`src/hdl/csx_pkg.sv`:
```
// Constants shared by the section extension decoder and its record FIFO.
// Assumes a byte stream already split per extension by the framer upstream.
package csx_pkg;
  localparam logic [6:0] EXT_PUNCT = 7'h14;
  localparam logic [6:0] EXT_GSIZE = 7'h15;
  localparam logic [6:0] EXT_FBREQ = 7'h16;
  localparam logic [6:0] EXT_MODCMP = 7'h17;
  localparam logic [3:0] SECT_CHAN = 4'h6;
  localparam logic [3:0] SECT_DL = 4'h1;
  localparam logic [3:0] SECT_PRACH = 4'h3;
  localparam logic [3:0] SECT_UE = 4'h5;
  localparam logic [7:0] GSIZE_MIN = 8'h02;
  localparam logic [7:0] GSIZE_MAX = 8'hFE;
  localparam logic [3:0] SETS_MAX = 4'hC;
  localparam logic [3:0] PUNCT_REC_IDX = 4'h5;
  localparam logic [3:0] PUNCT_LAST_IDX = 4'h9;
  localparam int REC_W = 32;
  localparam int FIFO_DEPTH = 4;
  // Record kind in the top nibble of each FIFO word
  localparam logic [3:0] REC_PUNCT = 4'h1;
  localparam logic [3:0] REC_GSIZE = 4'h2;
  localparam logic [3:0] REC_FBID = 4'h3;
  localparam logic [3:0] REC_PAT = 4'h4;
  localparam logic [3:0] REC_SET = 4'h5;
  typedef enum logic [3:0] {
    S_TYPE = 4'h0,
    S_LEN = 4'h1,
    S_P20_CNT = 4'h3,
    S_P20_FLD = 4'h2,
    S_P23_HDR = 4'h6,
    S_P23_PAT = 4'h7,
    S_P23_SET = 4'h5,
    S_GS = 4'h4,
    S_ACK = 4'hC,
    S_PAD = 4'hD
  } csx_state_t;
endpackage : csx_pkg

```
`src/hdl/csx_fifo.sv`:
```
// Small synchronous FIFO for decoded records.
// Assumes one clock, synchronous reset and a clock enable that freezes it.
module csx_fifo import csx_pkg::*; #(
  parameter int WIDTH = 32,
  parameter int DEPTH = 4
) (
  input wire logic core_clk,
  input wire logic srst,
  input wire logic ce,
  input wire logic inValid,
  output logic inReady,
  input wire logic [WIDTH-1:0] inData,
  output logic outValid,
  input wire logic outReady,
  output logic [WIDTH-1:0] outData
);
  localparam int AW = $clog2(DEPTH);
  logic [WIDTH-1:0] mem [DEPTH];
  logic [AW-1:0] wrPtr_r;
  logic [AW-1:0] rdPtr_r;
  logic [AW:0] count_r;
  logic push;
  logic pop;

  // Full and empty straight from the occupancy count
  assign inReady = (count_r != (AW+1)'(DEPTH));
  assign outValid = (count_r != '0);
  assign outData = mem[rdPtr_r];
  assign push = ce && inValid && inReady;
  assign pop = ce && outValid && outReady;

  // Storage, no reset needed on data
  always_ff @(posedge core_clk) begin
    if (push) begin
      mem[wrPtr_r] <= inData;
    end
  end

  // Pointers wrap at a power-of-two depth
  always_ff @(posedge core_clk) begin
    if (srst) begin
      wrPtr_r <= '0;
      rdPtr_r <= '0;
      count_r <= '0;
    end else begin
      if (push) begin
        wrPtr_r <= wrPtr_r + AW'(1);
      end
      if (pop) begin
        rdPtr_r <= rdPtr_r + AW'(1);
      end
      if (push && !pop) begin
        count_r <= count_r + (AW+1)'(1);
      end else if (pop && !push) begin
        count_r <= count_r - (AW+1)'(1);
      end
    end
  end
endmodule : csx_fifo

```
`src/hdl/csx_decoder.sv`:
```
// Control-plane section extension decoder: puncturing, channel-info group size,
// feedback request and multi-pattern modulation compression.
// Assumes bytes arrive per extension, first byte carrying the type, inLast on
// the final byte (padding included); section fields are stable meanwhile.
module csx_decoder import csx_pkg::*; (
  input wire logic core_clk,
  input wire logic srst,
  input wire logic ce,
  input wire logic [7:0] inData,
  input wire logic inValid,
  input wire logic inLast,
  output logic inReady,
  input wire logic sectionStart,
  input wire logic [3:0] sectionType,
  input wire logic [9:0] firstPrb,
  input wire logic [7:0] prbCount,
  input wire logic [9:0] maxPrbLimit,
  input wire logic [7:0] mgmtChanGroupSize,
  input wire logic mgmtGroupValid,
  input wire logic ciValid,
  input wire logic [7:0] ciIndex,
  output logic [9:0] ciStart,
  output logic [7:0] ciLen,
  output logic ciOutValid,
  output logic [7:0] ciGroupCount,
  output logic [7:0] activeGroupSize,
  input wire logic [9:0] allocOrd,
  input wire logic [3:0] symIdx,
  output logic patternHit,
  output logic [15:0] positiveFeedbackId,
  output logic [15:0] negativeFeedbackId,
  output logic formatErr,
  output logic [31:0] recData,
  output logic recValid,
  input wire logic recReady
);
  csx_state_t st_r, stNxt;
  logic [3:0] idx_r, idxNxt;
  logic [6:0] extType_r;
  logic lenTwo_r;
  logic [7:0] patLeft_r, patLeftNxt;
  logic [3:0] setLeft_r, setLeftNxt;
  logic [23:0] hold_r;
  logic take;
  logic wrValid;
  logic [31:0] wrData;
  logic fifoReady;
  logic errNxt;
  logic [7:0] extGs_r;
  logic extGsValid_r;
  logic [13:0] patSym_r;
  logic [3:0] patPrb_r;
  logic mcTypeOk;

  // Back-pressure: no byte is taken unless a record could be stored
  assign inReady = fifoReady;
  assign take = ce && inValid && fifoReady;
  assign mcTypeOk = (sectionType == SECT_DL) || (sectionType == SECT_PRACH) || (sectionType == SECT_UE);

  // Parser decisions and record formation
  always_comb begin
    stNxt = st_r;
    idxNxt = idx_r + 4'h1;
    patLeftNxt = patLeft_r;
    setLeftNxt = setLeft_r;
    wrValid = 1'b0;
    wrData = 32'h0000_0000;
    errNxt = 1'b0;
    case (st_r)
      S_TYPE: begin
        stNxt = S_LEN;
        idxNxt = 4'h0;
      end
      S_LEN: begin
        // One length byte for the one-word extensions, two otherwise
        if (idx_r == 4'h1 || !lenTwo_r) begin
          idxNxt = 4'h0;
          case (extType_r)
            EXT_PUNCT: stNxt = S_P20_CNT;
            EXT_GSIZE: stNxt = S_GS;
            EXT_FBREQ: stNxt = S_ACK;
            EXT_MODCMP: stNxt = S_P23_HDR;
            default: stNxt = S_PAD;
          endcase
        end
      end
      S_P20_CNT: begin
        idxNxt = 4'h0;
        patLeftNxt = inData;
        stNxt = (inData == 8'h00) ? S_PAD : S_P20_FLD;
      end
      S_P20_FLD: begin
        if (idx_r == PUNCT_REC_IDX) begin
          // Step bit cleared when the group bitmap takes over
          wrValid = 1'b1;
          wrData = {REC_PUNCT, hold_r[15:8], hold_r[7:0], inData[7:4],
            inData[3] & ~inData[0], inData[0], 6'h00};
        end
        // Without the group bitmap the pattern ends here, else four more bytes
        if ((idx_r == PUNCT_REC_IDX && !inData[0]) || idx_r == PUNCT_LAST_IDX) begin
          idxNxt = 4'h0;
          patLeftNxt = patLeft_r - 8'h01;
          stNxt = (patLeft_r == 8'h01) ? S_PAD : S_P20_FLD;
        end
      end
      S_GS: begin
        if (idx_r == 4'h1) begin
          stNxt = S_PAD;
          if (sectionType == SECT_CHAN && hold_r[7:0] >= GSIZE_MIN && hold_r[7:0] <= GSIZE_MAX) begin
            wrValid = 1'b1;
            wrData = {REC_GSIZE, 20'h00000, hold_r[7:0]};
          end else begin
            errNxt = 1'b1;
          end
        end
      end
      S_ACK: begin
        if (idx_r == 4'h1) begin
          stNxt = S_PAD;
          wrValid = 1'b1;
          wrData = {REC_FBID, 12'h000, hold_r[7:0], inData};
        end
      end
      S_P23_HDR: begin
        if (idx_r == 4'h0) begin
          patLeftNxt = {4'h0, inData[7:4]};
          if (!mcTypeOk || inData[7:4] == 4'h0) begin
            errNxt = 1'b1;
            stNxt = S_PAD;
          end
        end else begin
          idxNxt = 4'h0;
          stNxt = S_P23_PAT;
        end
      end
      S_P23_PAT: begin
        if (idx_r == 4'h3) begin
          idxNxt = 4'h0;
          setLeftNxt = hold_r[7:4];
          if (hold_r[7:4] == 4'h0 || hold_r[7:4] > SETS_MAX) begin
            errNxt = 1'b1;
            stNxt = S_PAD;
          end else begin
            wrValid = 1'b1;
            wrData = {REC_PAT, hold_r[21:16], hold_r[15:8], hold_r[3:0], hold_r[7:4], 6'h00};
            stNxt = S_P23_SET;
          end
        end
      end
      S_P23_SET: begin
        if (idx_r == 4'h3) begin
          idxNxt = 4'h0;
          wrValid = 1'b1;
          wrData = {REC_SET, hold_r[19:16], hold_r[15:8], hold_r[7], hold_r[6:0], inData};
          setLeftNxt = setLeft_r - 4'h1;
          if (setLeft_r == 4'h1) begin
            patLeftNxt = patLeft_r - 8'h01;
            stNxt = (patLeft_r == 8'h01) ? S_PAD : S_P23_PAT;
          end
        end
      end
      S_PAD: idxNxt = idx_r;
      default: stNxt = S_TYPE;
    endcase
    // The framer's last byte always closes the extension
    if (inLast) begin
      stNxt = S_TYPE;
    end
  end

  // Parser state and byte index
  always_ff @(posedge core_clk) begin
    if (srst) begin
      st_r <= S_TYPE;
      idx_r <= 4'h0;
      patLeft_r <= 8'h00;
      setLeft_r <= 4'h0;
    end else if (take) begin
      st_r <= stNxt;
      idx_r <= idxNxt;
      patLeft_r <= patLeftNxt;
      setLeft_r <= setLeftNxt;
    end
  end

  // Header capture and a three-byte history, so fields split over bytes join up
  always_ff @(posedge core_clk) begin
    if (srst) begin
      extType_r <= 7'h00;
      lenTwo_r <= 1'b0;
      hold_r <= 24'h000000;
    end else if (take) begin
      hold_r <= {hold_r[15:0], inData};
      if (st_r == S_TYPE) begin
        extType_r <= inData[6:0];
        lenTwo_r <= (inData[6:0] != EXT_GSIZE) && (inData[6:0] != EXT_FBREQ);
      end
    end
  end

  // Feedback identifiers echo the request; both carry it, the outcome picks
  always_ff @(posedge core_clk) begin
    if (srst) begin
      positiveFeedbackId <= 16'h0000;
      negativeFeedbackId <= 16'h0000;
      formatErr <= 1'b0;
    end else if (ce) begin
      formatErr <= take && errNxt;
      if (take && st_r == S_ACK && idx_r == 4'h1) begin
        positiveFeedbackId <= {hold_r[7:0], inData};
        negativeFeedbackId <= {hold_r[7:0], inData};
      end
    end
  end

  // Group size from the message lasts for the current section only
  always_ff @(posedge core_clk) begin
    if (srst) begin
      extGs_r <= 8'h00;
      extGsValid_r <= 1'b0;
    end else if (ce) begin
      if (take && wrValid && wrData[31:28] == REC_GSIZE) begin
        extGs_r <= wrData[7:0];
        extGsValid_r <= 1'b1;
      end else if (sectionStart) begin
        extGsValid_r <= 1'b0;
      end
    end
  end

  assign activeGroupSize = extGsValid_r ? extGs_r : mgmtChanGroupSize;
  // Sized: the PRB count is a group count and sets the message length
  assign ciGroupCount = prbCount;

  // Channel-info placement, clipped at the PRB limit; far groups drop to zero length
  // Wide enough that index times size never wraps before the limit compare
  logic [17:0] startW;
  logic [17:0] room;
  assign startW = 18'({8'h00, firstPrb}) + 18'(ciIndex) * 18'(activeGroupSize);
  assign room = 18'(maxPrbLimit) - startW;
  always_ff @(posedge core_clk) begin
    if (srst) begin
      ciStart <= 10'h000;
      ciLen <= 8'h00;
      ciOutValid <= 1'b0;
    end else if (ce) begin
      ciOutValid <= ciValid && (extGsValid_r || mgmtGroupValid);
      ciStart <= startW[9:0];
      if (startW >= 18'(maxPrbLimit)) begin
        ciLen <= 8'h00;
      end else if (room < 18'(activeGroupSize)) begin
        ciLen <= room[7:0];
      end else begin
        ciLen <= activeGroupSize;
      end
    end
  end

  // Latest symbol/PRB pattern; the PRB bit cycles every four allocated PRBs
  always_ff @(posedge core_clk) begin
    if (srst) begin
      patSym_r <= 14'h0000;
      patPrb_r <= 4'h0;
      patternHit <= 1'b0;
    end else if (ce) begin
      if (take && wrValid && wrData[31:28] == REC_PAT) begin
        patSym_r <= wrData[27:14];
        patPrb_r <= wrData[13:10];
      end
      // Ordinal counts allocated PRBs only, so gaps are skipped upstream
      patternHit <= patPrb_r[allocOrd[1:0]] && (symIdx < 4'hE) && patSym_r[symIdx];
    end
  end

  csx_fifo #(
    .WIDTH(REC_W),
    .DEPTH(FIFO_DEPTH)
  ) u_fifo (
    .core_clk(core_clk),
    .srst(srst),
    .ce(ce),
    .inValid(take && wrValid),
    .inReady(fifoReady),
    .inData(wrData),
    .outValid(recValid),
    .outReady(recReady),
    .outData(recData)
  );
endmodule : csx_decoder

```
`config.mk`:
```
export PLATFORM = sky130hd
export DESIGN_NAME = csx_decoder
export DESIGN_NICKNAME = d
export VERILOG_FILES = /design/src/hdl/csx_pkg.sv /design/src/hdl/csx_fifo.sv /design/src/hdl/csx_decoder.sv
export SDC_FILE = /design/constraint.sdc
export NUM_CORES = 1
export LEC_CHECK = 0
export ABC_AREA = 1
export BUFFER_PORTS_ARGS = -buffer_cell sky130_fd_sc_hd__buf_2
export CAP_MARGIN = 30
export CORE_MARGIN = 3
export CORE_UTILIZATION = 59
export CTS_CLUSTER_DIAMETER = 60
export DETAILED_ROUTE_END_ITERATION = 16
export PLACE_DENSITY = 0.81
export SLEW_MARGIN = 15
export SYNTH_ARGS = -nofsm -noshare
export SYNTH_HDL_FRONTEND = slang
export SYNTH_SLANG_ARGS = --single-unit
```
`constraint.sdc`:
```
create_clock -name core_clk -period 8.65 [get_ports core_clk]
set_clock_uncertainty 0.1 [all_clocks]
set_input_delay 1.73 -clock core_clk [delete_from_list [all_inputs] [get_ports core_clk]]
set_output_delay 1.73 -clock core_clk [all_outputs]
set_load 0.005 [all_outputs]
```
### Word level (Yosys, flattened, before mapping)

Memory sizes are Yosys's and may differ from the RTL's. A register that Yosys moved wholly into a read port is not among the register bits.
Cells that the tools add are included.

| word-level totals | value |
|---|---|
| bits in registers | 121 |
| memory bits (writable) | 124 |
| memories | 1 |

| operators by class | value |
|---|---|
| $add $sub $neg | 9 |
| multipliers | 1 |
| order comparisons | 8 |
| equal/unequal tests | 41 |
| mux-type cells | 66 |
| bitwise gates (word level) | 3 |
| reduce and logical (&&, ||, !) cells | 55 |

Memory list:

| name | words | width | rd ports | clocked after memory_dff | wr ports | line | text |
|---|---|---|---|---|---|---|---|
| u_fifo.mem | 4 | 31 | 1 | 1 | 1 | csx_fifo.sv:18 | `logic [WIDTH-1:0] mem [DEPTH];` |

Operator list:

| operator | number |
|---|---|
| 31-bit one-hot mux with 5 select lines | 1 |
| 31-bit 2-to-1 mux | 3 |
| 30-bit 2-to-1 mux | 3 |
| 4-bit 2-to-1 mux | 19 |
| 8-bit 2-to-1 mux | 7 |
| 4-bit one-hot mux with 9 select lines | 1 |
| 4-bit by 3-bit == test with 1-bit output (second input constant) | 8 |
| 8-bit one-hot mux with 4 select lines | 1 |
| 29-bit 2-to-1 mux | 1 |
| 7-bit by 5-bit == test with 1-bit output (second input constant) | 4 |
| 4-bit one-hot mux with 6 select lines | 1 |
| 1-bit logical AND | 21 |
| 4-bit by 2-bit == test with 1-bit output (second input constant) | 5 |
| 1-bit 2-to-1 mux | 19 |
| 18-bit by 8-bit less-than comparator with 1-bit output | 1 |
| 3-bit inequality test (second input constant) | 6 |
| 10-bit by 17-bit subtractor with 18-bit output | 1 |
| 10-bit by 16-bit adder with 17-bit output | 1 |
| 17-bit by 10-bit >= comparator with 1-bit output | 1 |
| 4-bit by 1-bit == test with 1-bit output (second input constant) | 4 |
| 4-bit logical NOT | 4 |
| 8-bit by 8-bit multiplier with 16-bit output | 1 |
| 4-bit one-hot mux with 4 select lines | 1 |
| 7-bit by 5-bit inequality test with 1-bit output (second input constant) | 2 |
| 37 further kinds | 67 |

### Logic depth before layout (Yosys ltp)

Gate-level depths: netlist of the first run.

| depth | value |
|---|---|
| word-level depth | 13 |
| depth in mapped cells | 36 |

### Cells and area by module

From an unflattened synthesis of the first run, not the netlist that was laid out.

| unflattened totals | value |
|---|---|
| cells, all modules | 1710 |
| area, all modules | 14609.0 sq um |

Modules (own cells, without submodules):

| module | times used | cells an instance | area each (sq um) |
|---|---|---|---|
| csx_decoder | 1 | 1330 | 9337.7 |
| csx_fifo | 1 | 380 | 5271.3 |

### Worst setup path after synthesis of the first run

OpenSTA, ideal clock, no wires.

| path | value |
|---|---|
| path kind | input-to-reg |
| from | input mgmtChanGroupSize[4] |
| to | register ciLen[7] |
| arrival time | 6.896 ns |
| required time | 8.413 ns |
| path slack | 1.517 ns |
| stages on the path | 25 |
| path buffers | 0 |
| cell sequence | o21ai_1 -> nor2_1 -> fa_1 -> fa_1 -> inv_1 -> fa_1 -> fa_1 -> inv_1 -> ha_1 -> xor2_1 -> inv_1 -> ha_1 -> a21o_1 -> o21bai_1 -> xnor2_1 -> inv_1 -> ha_1 -> a21oi_1 -> nand2_1 -> nor2_1 -> nand4_1 -> nor2_1 -> nand3_1 -> nand3_1 -> a21oi_1 |

| between the ends | value |
|---|---|
| longest elaborated chain between the ends | 7 |

RTL lines:

| item | line | text |
|---|---|---|
| start, declared | csx_decoder.sv:18 | `input wire logic [7:0] mgmtChanGroupSize,` |
| 8-bit 2-to-1 mux (*) | csx_decoder.sv:231 | `assign activeGroupSize = extGsValid_r ? extGs_r : mgmtChanGroupSize;` |
| 8-bit by 8-bit multiplier with 16-bit output | csx_decoder.sv:239 | `assign startW = 18'({8'h00, firstPrb}) + 18'(ciIndex) * 18'(activeGroupSize);` |
| 10-bit by 16-bit adder with 17-bit output | csx_decoder.sv:239 |  |
| 10-bit by 17-bit subtractor with 18-bit output | csx_decoder.sv:240 | `assign room = 18'(maxPrbLimit) - startW;` |
| 18-bit by 8-bit less-than comparator with 1-bit output | csx_decoder.sv:251 | `end else if (room < 18'(activeGroupSize)) begin` |
| 8-bit 2-to-1 mux | csx_decoder.sv:251 |  |
| 8-bit 2-to-1 mux (*) | csx_decoder.sv:249 | `if (startW >= 18'(maxPrbLimit)) begin` |
| end signal, assigned | csx_decoder.sv:252 | `ciLen <= room[7:0];` |
| end signal, assigned | csx_decoder.sv:254 | `ciLen <= activeGroupSize;` |
| end, declared | csx_decoder.sv:23 | `output logic [7:0] ciLen,` |

Mark *: on every way between the ends. The rest lies on a longest branch, timed or not.
A chain may end at the register's enable or synchronous reset.

### Worst setup path after layout of the first run

| path | value |
|---|---|
| from | input mgmtChanGroupSize[4] |
| to | register ciLen[2] |

Same word-level chain as after synthesis.

==> impl_metrics.yaml, run 1 <==
global_route:
  antenna_found_initial: 0
  grt_pass1_vias: 11900
  grt_max_degree: 90
  grt_pass1_wl_mm: 59.7
  track_usage_pct: 28.1
  grt-ovfl-total: 0
placed_design:
  portBuffers: 156
  dp_hpwl_mm: 26.6
  dpl_cell_area_sq_um: 15300
  routabilityCongestion: 0.945
synth:
  synthTopCellsByArea: "edfxtp_1 (26%), dfxtp_1 (17%), inv_1 (7.4%)"
  synth.cell_area_sq_um: 14400
  synth_top_area_share_pct: 25.9
  netlist_instances: 1723
  seq_area_frac_synth_pct: 43.1
  yosysTopAreaCell: "edfxtp_1"
  yosysUniqueCellTypes: 60
  synth_ff_type: "edfxtp_1"
  synth-edff-count: 124
  syn_area_per_cell_sq_um: 8.34
  synthArstFlopShare_pct: 0
  syn_nets: 1919
  yosys_warnings: 0
  ys_ff_latch: 247
clocking:
  ctsResizeCount: 0
  cts_tree: "done"
  ctsHoldBuffers: 0
  cts-root-buf: "clkbuf_16"
  cts_buffers: 26
  clkLatencyLatePin_ns: 0.54
  cts-htree-levels: 1
  clock_path_buffers: 3
  cts_sinks: 247
  cts_setup_buffers: 0
  cts.reportedPaths.clkPinSlew_ns: 0.06
worst_setup_path:
  slowest_delay_ns: 0.62
  r2r_start: "extGsValid_r"
  critical_path.startpoint: "mgmtChanGroupSize[4]"
  cp-start-kind: "input pin"
  cp_max_fo: 8
  arrival_ns: 8.03
  worstPathRequired_ns: 8.94
  reg2reg_depth: 28
  cp_slowest_cell: "o21ai_1"
  rrSetupSlack_ns: 1.36
  critPathBufInv: 5
  path_class: "in -> reg"
  worstReg2RegEnd: "ciLen[2]"
  end_kind: "register"
  path_delay_family: "adder cells"
finish:
  num_antenna_cells: 0
  final_cell_mix: "inv_1 (281), nand2_1 (233), nor2_1 (197)"
  area_delta_synth_final_pct: 12.7
  finalNetCount: 2041
  drive_above_1_share_pct: 14.7
  layout_commonest_cell: "inv_1"
  final_util_pct: 68.4
  fin_area_sq_um: 16200
  num-fill-cells: 1931
floorplanning:
  initial_utilization_pct: 60.7
  die_h_microns: 162
  io_pins: 182
  die_area_sq_um: 26300
  design.core.area_sq_um: 23700
  die_w_microns: 162
  row_count: 56
timing:
  period_minus_slack_ns: 7.74
  period_share_pct: 89.5
  setup-tns-final_ns: 0
  hold_viol_final: 0
  slew_viol_final: 0
  finalSetupViolations: 0
  rsz0062_at_grt: "false"
  max_clock_freq_mhz: 129
  relSlewSlack_pct: 37.3
  tightest_slew_ns: 0.930
route:
  wire_per_inst_microns: 17.0
  via_per_inst: 5.58
  wirelength_mm: 37.0
  drt_iter0_markers: 1134
  drc_errors: 0
  drt-pass1-iter-count: 5
  vias: 12200
  ant_nets: 0
hold_path:
  whs_endpoint: "negativeFeedbackId[1]"
  hp-class: "reg -> reg"
  hold-path-cell-count: 2
  min_from: "negativeFeedbackId[1]"
job:
  maxCapViolations: 0
power_and_ir_drop:
  leakage_nw: 7.53
  power.density_nw_per_um2: 250
  total_power_mw: 4.05
  ir_worst_vdd_mv: 0.336
status:
  status: "complete, no violations"
[routing by layer]
layer	global-route usage, %	routed length [microns]	vias to the layer above	part of all wire (%)
met5	0	0	-	0
li1	-	-	5917	-
met1	37.2	15200	5692	41
met3	4.51	2880	76	7.8
met4	8.96	974	0	2.6
met2	47.7	18000	506	49
[through the flow]
| stage | hold WS [ns] | worst slack (ns) | instances |
|---|---|---|---|
| 2_1_floorplan | 0.336 | 1.52 | 1723 |
| 3_3_place_gp | 0.343 | 0.617 | 2136 |
| 3_5_place_dp | 0.351 | 0.467 | 2136 |
| 4_1_cts | 0.362 | 0.996 | 2184 |
| 5_1_grt | 0.386 | 0.428 | 2184 |
| 6_report | 0.359 | 0.907 | 2184 |
[state kept, by name (all words and copies together) (netlist names), 7 cells and up, named ones only]
name	count
u_fifo.mem	124
patSym_r	14
ciStart	10
extGs_r	8
extType_r	7
negativeFeedbackId	16
patLeft_r	8
hold_r	22
ciLen	8
[cell families after synthesis]
kind of cell               share of synthesized area [%]
and+or+nand+nor                                     16.6
muxes                                             0.0697
AOI/OAI and AO/OA                                   16.0
DFF                                                 43.1
other                                             0.0261
buffers and inverters                               10.7
adders and majority gates                           12.7
xor gates and xnor gates                           0.914
[tightest hold or removal path: cells and delay by family, from the launching register on]
kind / cells / cell delay (ns)
DFF: 1 / 0.32
buffers and inverters: 1 / 0.05
AOI/OAI and AO/OA: 1 / 0.05
[report_power, final]
group / switching [mW] / total [mW] / leakage (nW) / internal, mW
combinational: 1.01 / 1.58 / 4.93 / 0.575
clock: 0.465 / 1.19 / 0.459 / 0.724
sequential: 0.0262 / 1.27 / 2.15 / 1.25
[worst max-delay path by stage]
stage | endpoint | slack, ns | cells after the start
final | ciLen[2] | 0.91 | 28
after global routing | ciLen[4] | 0.43 | 28
after CTS | ciLen[2] | 1.0 | 28
after detailed placement | ciLen[4] | 0.47 | 28
after global placement | ciLen[2] | 0.62 | 28
after floorplan | ciLen[7] | 1.52 | 25
[synthesized netlist by cell type, types with 5 or more instances]
library cell and number:
o21ai_0 162, o211ai_1 5, xor2_1 8, nand2_1 233, inv_2 10, nor3_1 14
ha_1 69, o22ai_1 57, fa_1 48, xnor2_1 7, buf_4 26, a21oi_1 136
nand2_2 7, dfxtp_1 123, nor2_1 201, edfxtp_1 124, clkbuf_1 43, nor2_4 5
inv_1 282, nand4_1 15, nor2_2 7, o21ai_1 16, nand3_1 49
[layout make-up]
class	instances	area [sq um]	area share, %
Tap cell	319	399	2.46
Clock inverter	18	243	1.50
Multi-Input combinational cell	1100	6650	41.1
Sequential cell	247	6190	38.2
Inverter	297	1120	6.90
Timing Repair Buffer	173	908	5.61
Clock buffer	30	686	4.23
(Power assumes the default switching activity.)
==> inputs of run 2 (changes only) <==
--- a/config.mk
+++ b/config.mk
@@ -12,7 +12,8 @@
 export CORE_UTILIZATION = 59
 export CTS_CLUSTER_DIAMETER = 60
 export DETAILED_ROUTE_END_ITERATION = 16
-export PLACE_DENSITY = 0.81
+export PLACE_DENSITY = 0.91
+export SKIP_LAST_GASP = 1
 export SLEW_MARGIN = 15
 export SYNTH_ARGS = -nofsm -noshare
 export SYNTH_HDL_FRONTEND = slang
==> run 2 against run 1 <==
  * Worst setup slack gained 0.18 ns
  * Sequential share of layout area rose by 0.26 points
  * Sequential cell count is the same
  * Combinational power barely moved
  * Sequential power about the same
  * Largest power group unchanged
==> impl_metrics.yaml, run 2 (synthesis results as in run 1) <==
status:
  status: "complete, no violations"
route:
  wirelength_mm: 37.4
  wire_per_inst_microns: 17.1
  drc_errors: 0
  via_per_inst: 5.72
  drt_iter0_markers: 1321
  ant_nets: 0
  vias: 12500
  drt-pass1-iter-count: 5
finish:
  reg_top3: "u_fifo.mem: 124 flops, hold_r: 22 flops, negativeFeedbackId: 16 flops"
  largest_register_ffs: 124
  num-fill-cells: 1850
  final_cell_mix: "inv_1 (281), nand2_1 (233), nor2_1 (197)"
  instances_no_fill: 2184
  finalNetCount: 2041
  area_delta_synth_final_pct: 11.9
  drive_above_1_share_pct: 14.5
  top_register: "u_fifo.mem"
  layout_commonest_cell: "inv_1"
  num_antenna_cells: 0
timing:
  rsz0062_at_grt: "false"
  setup-tns-final_ns: 0
  relSlewSlack_pct: 33.7
  period_share_pct: 87.5
  finalSetupViolations: 0
  period_minus_slack_ns: 7.57
  max_clock_freq_mhz: 132
  tightest_slew_ns: 0.985
  hold_viol_final: 0
  slew_viol_final: 0
clocking:
  cts.reportedPaths.clkPinSlew_ns: 0.06
  cts-root-buf: "clkbuf_16"
  cts_setup_buffers: 0
  ctsHoldBuffers: 0
  clkLatencyLatePin_ns: 0.54
  clock_path_buffers: 3
  cts_buffers: 26
  cts_sinks: 247
  cts_tree: "done"
  cts-htree-levels: 1
  ctsResizeCount: 0
global_route:
  grt_pass1_vias: 12100
  track_usage_pct: 28.2
  grt-ovfl-total: 0
  grt_max_degree: 65
  grt_pass1_wl_mm: 60.2
  antenna_found_initial: 0
placed_design:
  dp_hpwl_mm: 26.5
  portBuffers: 156
  routabilityCongestion: 0.953
  placedCellCount: 2136
worst_setup_path:
  critPathBufInv: 8
  cp-start-kind: "input pin"
  cp_max_fo: 8
  slowest_delay_ns: 0.53
  arrival_ns: 7.86
  path_class: "in -> reg"
  crit_top_cell: "inv_1"
  cp_slowest_cell: "fa_1"
  end_kind: "register"
  worstPathRequired_ns: 8.94
  path_delay_family: "adder cells"
floorplanning:
  die_area_sq_um: 26300
  design.core.area_sq_um: 23700
  die_h_microns: 162
  row_count: 56
  die_w_microns: 162
  io_pins: 182
  initial_utilization_pct: 60.7
power_and_ir_drop:
  ir_worst_vdd_mv: 0.412
  power.density_nw_per_um2: 244
  leakage_nw: 7.47
hold_path:
  hp-class: "reg -> reg"
job:
  maxCapViolations: 0
[run 2: area by class of cell]
cell class | instances | area [sq um] | share of cell area, %
clock buffer | 33 | 707 | 4.40
clock inverter | 15 | 111 | 0.692
inverter | 297 | 1120 | 6.95
multi-input combinational | 1100 | 6650 | 41.4
sequential | 247 | 6190 | 38.5
tap | 319 | 399 | 2.48
timing repair buffer | 173 | 908 | 5.65
[run 2: power by group]
part	leakage, nW	switching, mW	internal (mW)
logic	4.93	1.02	0.573
clock network	0.398	0.468	0.587
registers	2.15	0.0256	1.25
[run 2: path summary, 6_finish.rpt]
kind                                      startpoint       end  slack (ns)  depth (start not counted)
worst min-delay path                        ciLen[0]  ciLen[0]        0.37                          2
worst min register to register              ciLen[0]  ciLen[0]        0.37                          2
worst max-delay path            mgmtChanGroupSize[0]  ciLen[6]        1.08                         32
worst max register to register          extGsValid_r  ciLen[6]        1.31                         30
[run 2: metrics by stage]
stage | total power, mW | area [sq um] | util (%) | hold WS, ns | setup WS (ns)
floorplan | 2.49 | 14400 | - | 0.336 | 1.52
detailed placement | 2.85 | 15300 | 64.5 | 0.353 | 0.658
CTS | 3.90 | 16100 | 67.9 | 0.366 | 1.17
global placement | 2.82 | 15300 | 64.5 | 0.343 | 0.743
finish | 3.92 | 16100 | 67.9 | 0.367 | 1.08
global route | 4.20 | 16100 | 67.9 | 0.384 | 0.639
[run 2: worst register-to-register path, delay by kind of cell, from the launching register on]
| family | cells | cell delay (ns) |
|---|---|---|
| simple gates | 11 | 2.08 |
| fa+ha+maj | 7 | 2.66 |
| flops | 1 | 0.85 |
| xor+xnor | 2 | 0.41 |
| compound gates | 4 | 0.57 |
| buf+inv | 6 | 0.54 |
[run 2: routing by layer]
layer	vias to the layer above	global-route usage, %	routed length (microns)
li1	5911	-	-
met1	5832	37.1	15200
met2	651	48.1	17800
met3	92	4.31	3150
met4	0	9.38	1190
met5	-	0	0
==> inputs of run 3 (changes only) <==
--- a/config.mk
+++ b/config.mk
@@ -13,6 +13,7 @@
 export CTS_CLUSTER_DIAMETER = 60
 export DETAILED_ROUTE_END_ITERATION = 16
 export PLACE_DENSITY = 0.91
+export REMOVE_ABC_BUFFERS = 1
 export SKIP_LAST_GASP = 1
 export SLEW_MARGIN = 15
 export SYNTH_ARGS = -nofsm -noshare
==> run 3 against run 2 <==
  * First-iteration DRC count is 1.1% higher
  * Combinational power hardly changed
  * Cell count hardly changed
  * Global-route usage is 0.20 points lower
  * Worst setup slack worse by 0.051 ns
  * Wire length is 0.76% higher
==> impl_metrics.yaml, run 3 (synthesis results as in run 1) <==
clocking:
  cts-htree-levels: 1
  cts_setup_buffers: 0
  cts-root-buf: "clkbuf_16"
  cts_sinks: 247
  cts_tree: "done"
  clock_path_buffers: 3
  ctsResizeCount: 0
  cts.reportedPaths.clkPinSlew_ns: 0.06
  clkLatencyLatePin_ns: 0.54
  cts_buffers: 26
  ctsHoldBuffers: 0
status:
  status: "complete, no violations"
route:
  ant_nets: 0
  drt-pass1-iter-count: 9
  vias: 12700
  wirelength_mm: 37.7
  drc_errors: 0
  wire_per_inst_microns: 17.3
  drt_iter0_markers: 1336
  via_per_inst: 5.81
power_and_ir_drop:
  combPwrFrac_pct: 40.9
  p_clk_share_pct: 26.4
  ir_worst_vdd_mv: 0.336
  pwr-share-seq_pct: 32.7
  p_switching_mw: 1.48
  total_power_mw: 3.89
  intPower_mw: 2.41
  leakage_nw: 7.46
  power.density_nw_per_um2: 242
  swShare_pct: 38.0
timing:
  rsz0062_at_grt: "false"
  fin_ws_ns: 1.03
  max_clock_freq_mhz: 131
  slew_viol_final: 0
  period_share_pct: 88.1
  period_minus_slack_ns: 7.62
  tightest_slew_ns: 0.952
  setup-tns-final_ns: 0
  hold_viol_final: 0
  finalSetupViolations: 0
  relSlewSlack_pct: 36.5
  whs_ns: 0.359
finish:
  instances_no_fill: 2186
  top_register: "u_fifo.mem"
  final_cell_mix: "inv_1 (281), nand2_1 (233), nor2_1 (197)"
  finalNetCount: 2041
  reg_top3: "u_fifo.mem: 124 flops, hold_r: 22 flops, negativeFeedbackId: 16 flops"
  drive_above_1_share_pct: 14.2
  final_util_pct: 67.9
  fin_area_sq_um: 16100
  area_delta_synth_final_pct: 11.8
  largest_register_ffs: 124
  layout_commonest_cell: "inv_1"
worst_setup_path:
  critPathBufInv: 8
  r2r_start: "extGsValid_r"
  crit_top_cell: "inv_1"
  end_kind: "register"
  cp_max_fo: 8
  critical_path.startpoint: "mgmtChanGroupSize[0]"
  path_delay_family: "adder cells"
  arrival_ns: 7.91
  path_class: "in -> reg"
  slowest_delay_ns: 0.54
  cp-start-kind: "input pin"
  cp_slowest_cell: "fa_1"
  worstPathRequired_ns: 8.94
floorplanning:
  io_pins: 182
  die_w_microns: 162
  initial_utilization_pct: 60.7
  die_h_microns: 162
  row_count: 56
  design.core.area_sq_um: 23700
  die_area_sq_um: 26300
global_route:
  grtUsageMet3_pct: 4.92
  grt_pass1_wl_mm: 59.7
  grtUsageMet1_pct: 36.1
  antenna_found_initial: 2
  grt_busiest_layer: "met2"
  track_usage_pct: 28.0
  grt-ovfl-total: 0
  grt_max_degree: 84
  grt_pass1_vias: 12200
  grt_use_met2_pct: 46.1
placed_design:
  portBuffers: 156
  pre_cts_slack_ns: 0.583
  dp_hpwl_mm: 27.5
  placedCellCount: 2136
  routabilityCongestion: 0.943
  dpl_cell_area_sq_um: 15300
hold_path:
  hp-class: "reg -> reg"
  min_from: "negativeFeedbackId[13]"
job:
  maxCapViolations: 0
[run 3: cell types whose count changed in the layout (fill, tap and decap cells not counted), moves of 2 or more]
cell and change:
clkbuf_8 -2, diode_2 +2, inv_6 -2, clkbuf_1 +7
[run 3: power by group through the flow]
stage	logic [mW]	registers, mW	clock network, mW
5_1_grt	1.83	1.28	1.08
3_5_place_dp	1.55	1.30	0
3_3_place_gp	1.50	1.29	0
4_1_cts	1.57	1.27	1.04
2_1_floorplan	1.19	1.29	0
6_report	1.59	1.27	1.03
[run 3: layout make-up]
type	instances	area (sq um)
clock inverter	9	61.3
clock buffer	39	731
multi-input combinational	1100	6650
inverter	297	1120
tap	319	399
fill	1818	7610
timing repair buffer	173	916
antenna	2	5.00
sequential	247	6190
[run 3: metal layers]
layer | part of all wire [%] | wire (microns) | vias up
met5 | 0 | 0 | -
met1 | 38 | 14400 | 5861
met2 | 47 | 17800 | 775
li1 | - | - | 5921
met3 | 10 | 3910 | 134
met4 | 4.2 | 1600 | 0
[run 3: worst paths after layout]
path	to	slack, ns	depth (start not counted)
setup / recovery	ciLen[7]	1.03	32
hold / removal	negativeFeedbackId[13]	0.36	2
setup reg to reg	ciLen[7]	1.39	31
hold reg to reg	negativeFeedbackId[13]	0.36	2
[run 3: tightest hold or removal path, cell delays in order, from the launching register on]
cell	delay [ns]
dfxtp_1	0.32
inv_1	0.05
a21oi_1	0.05
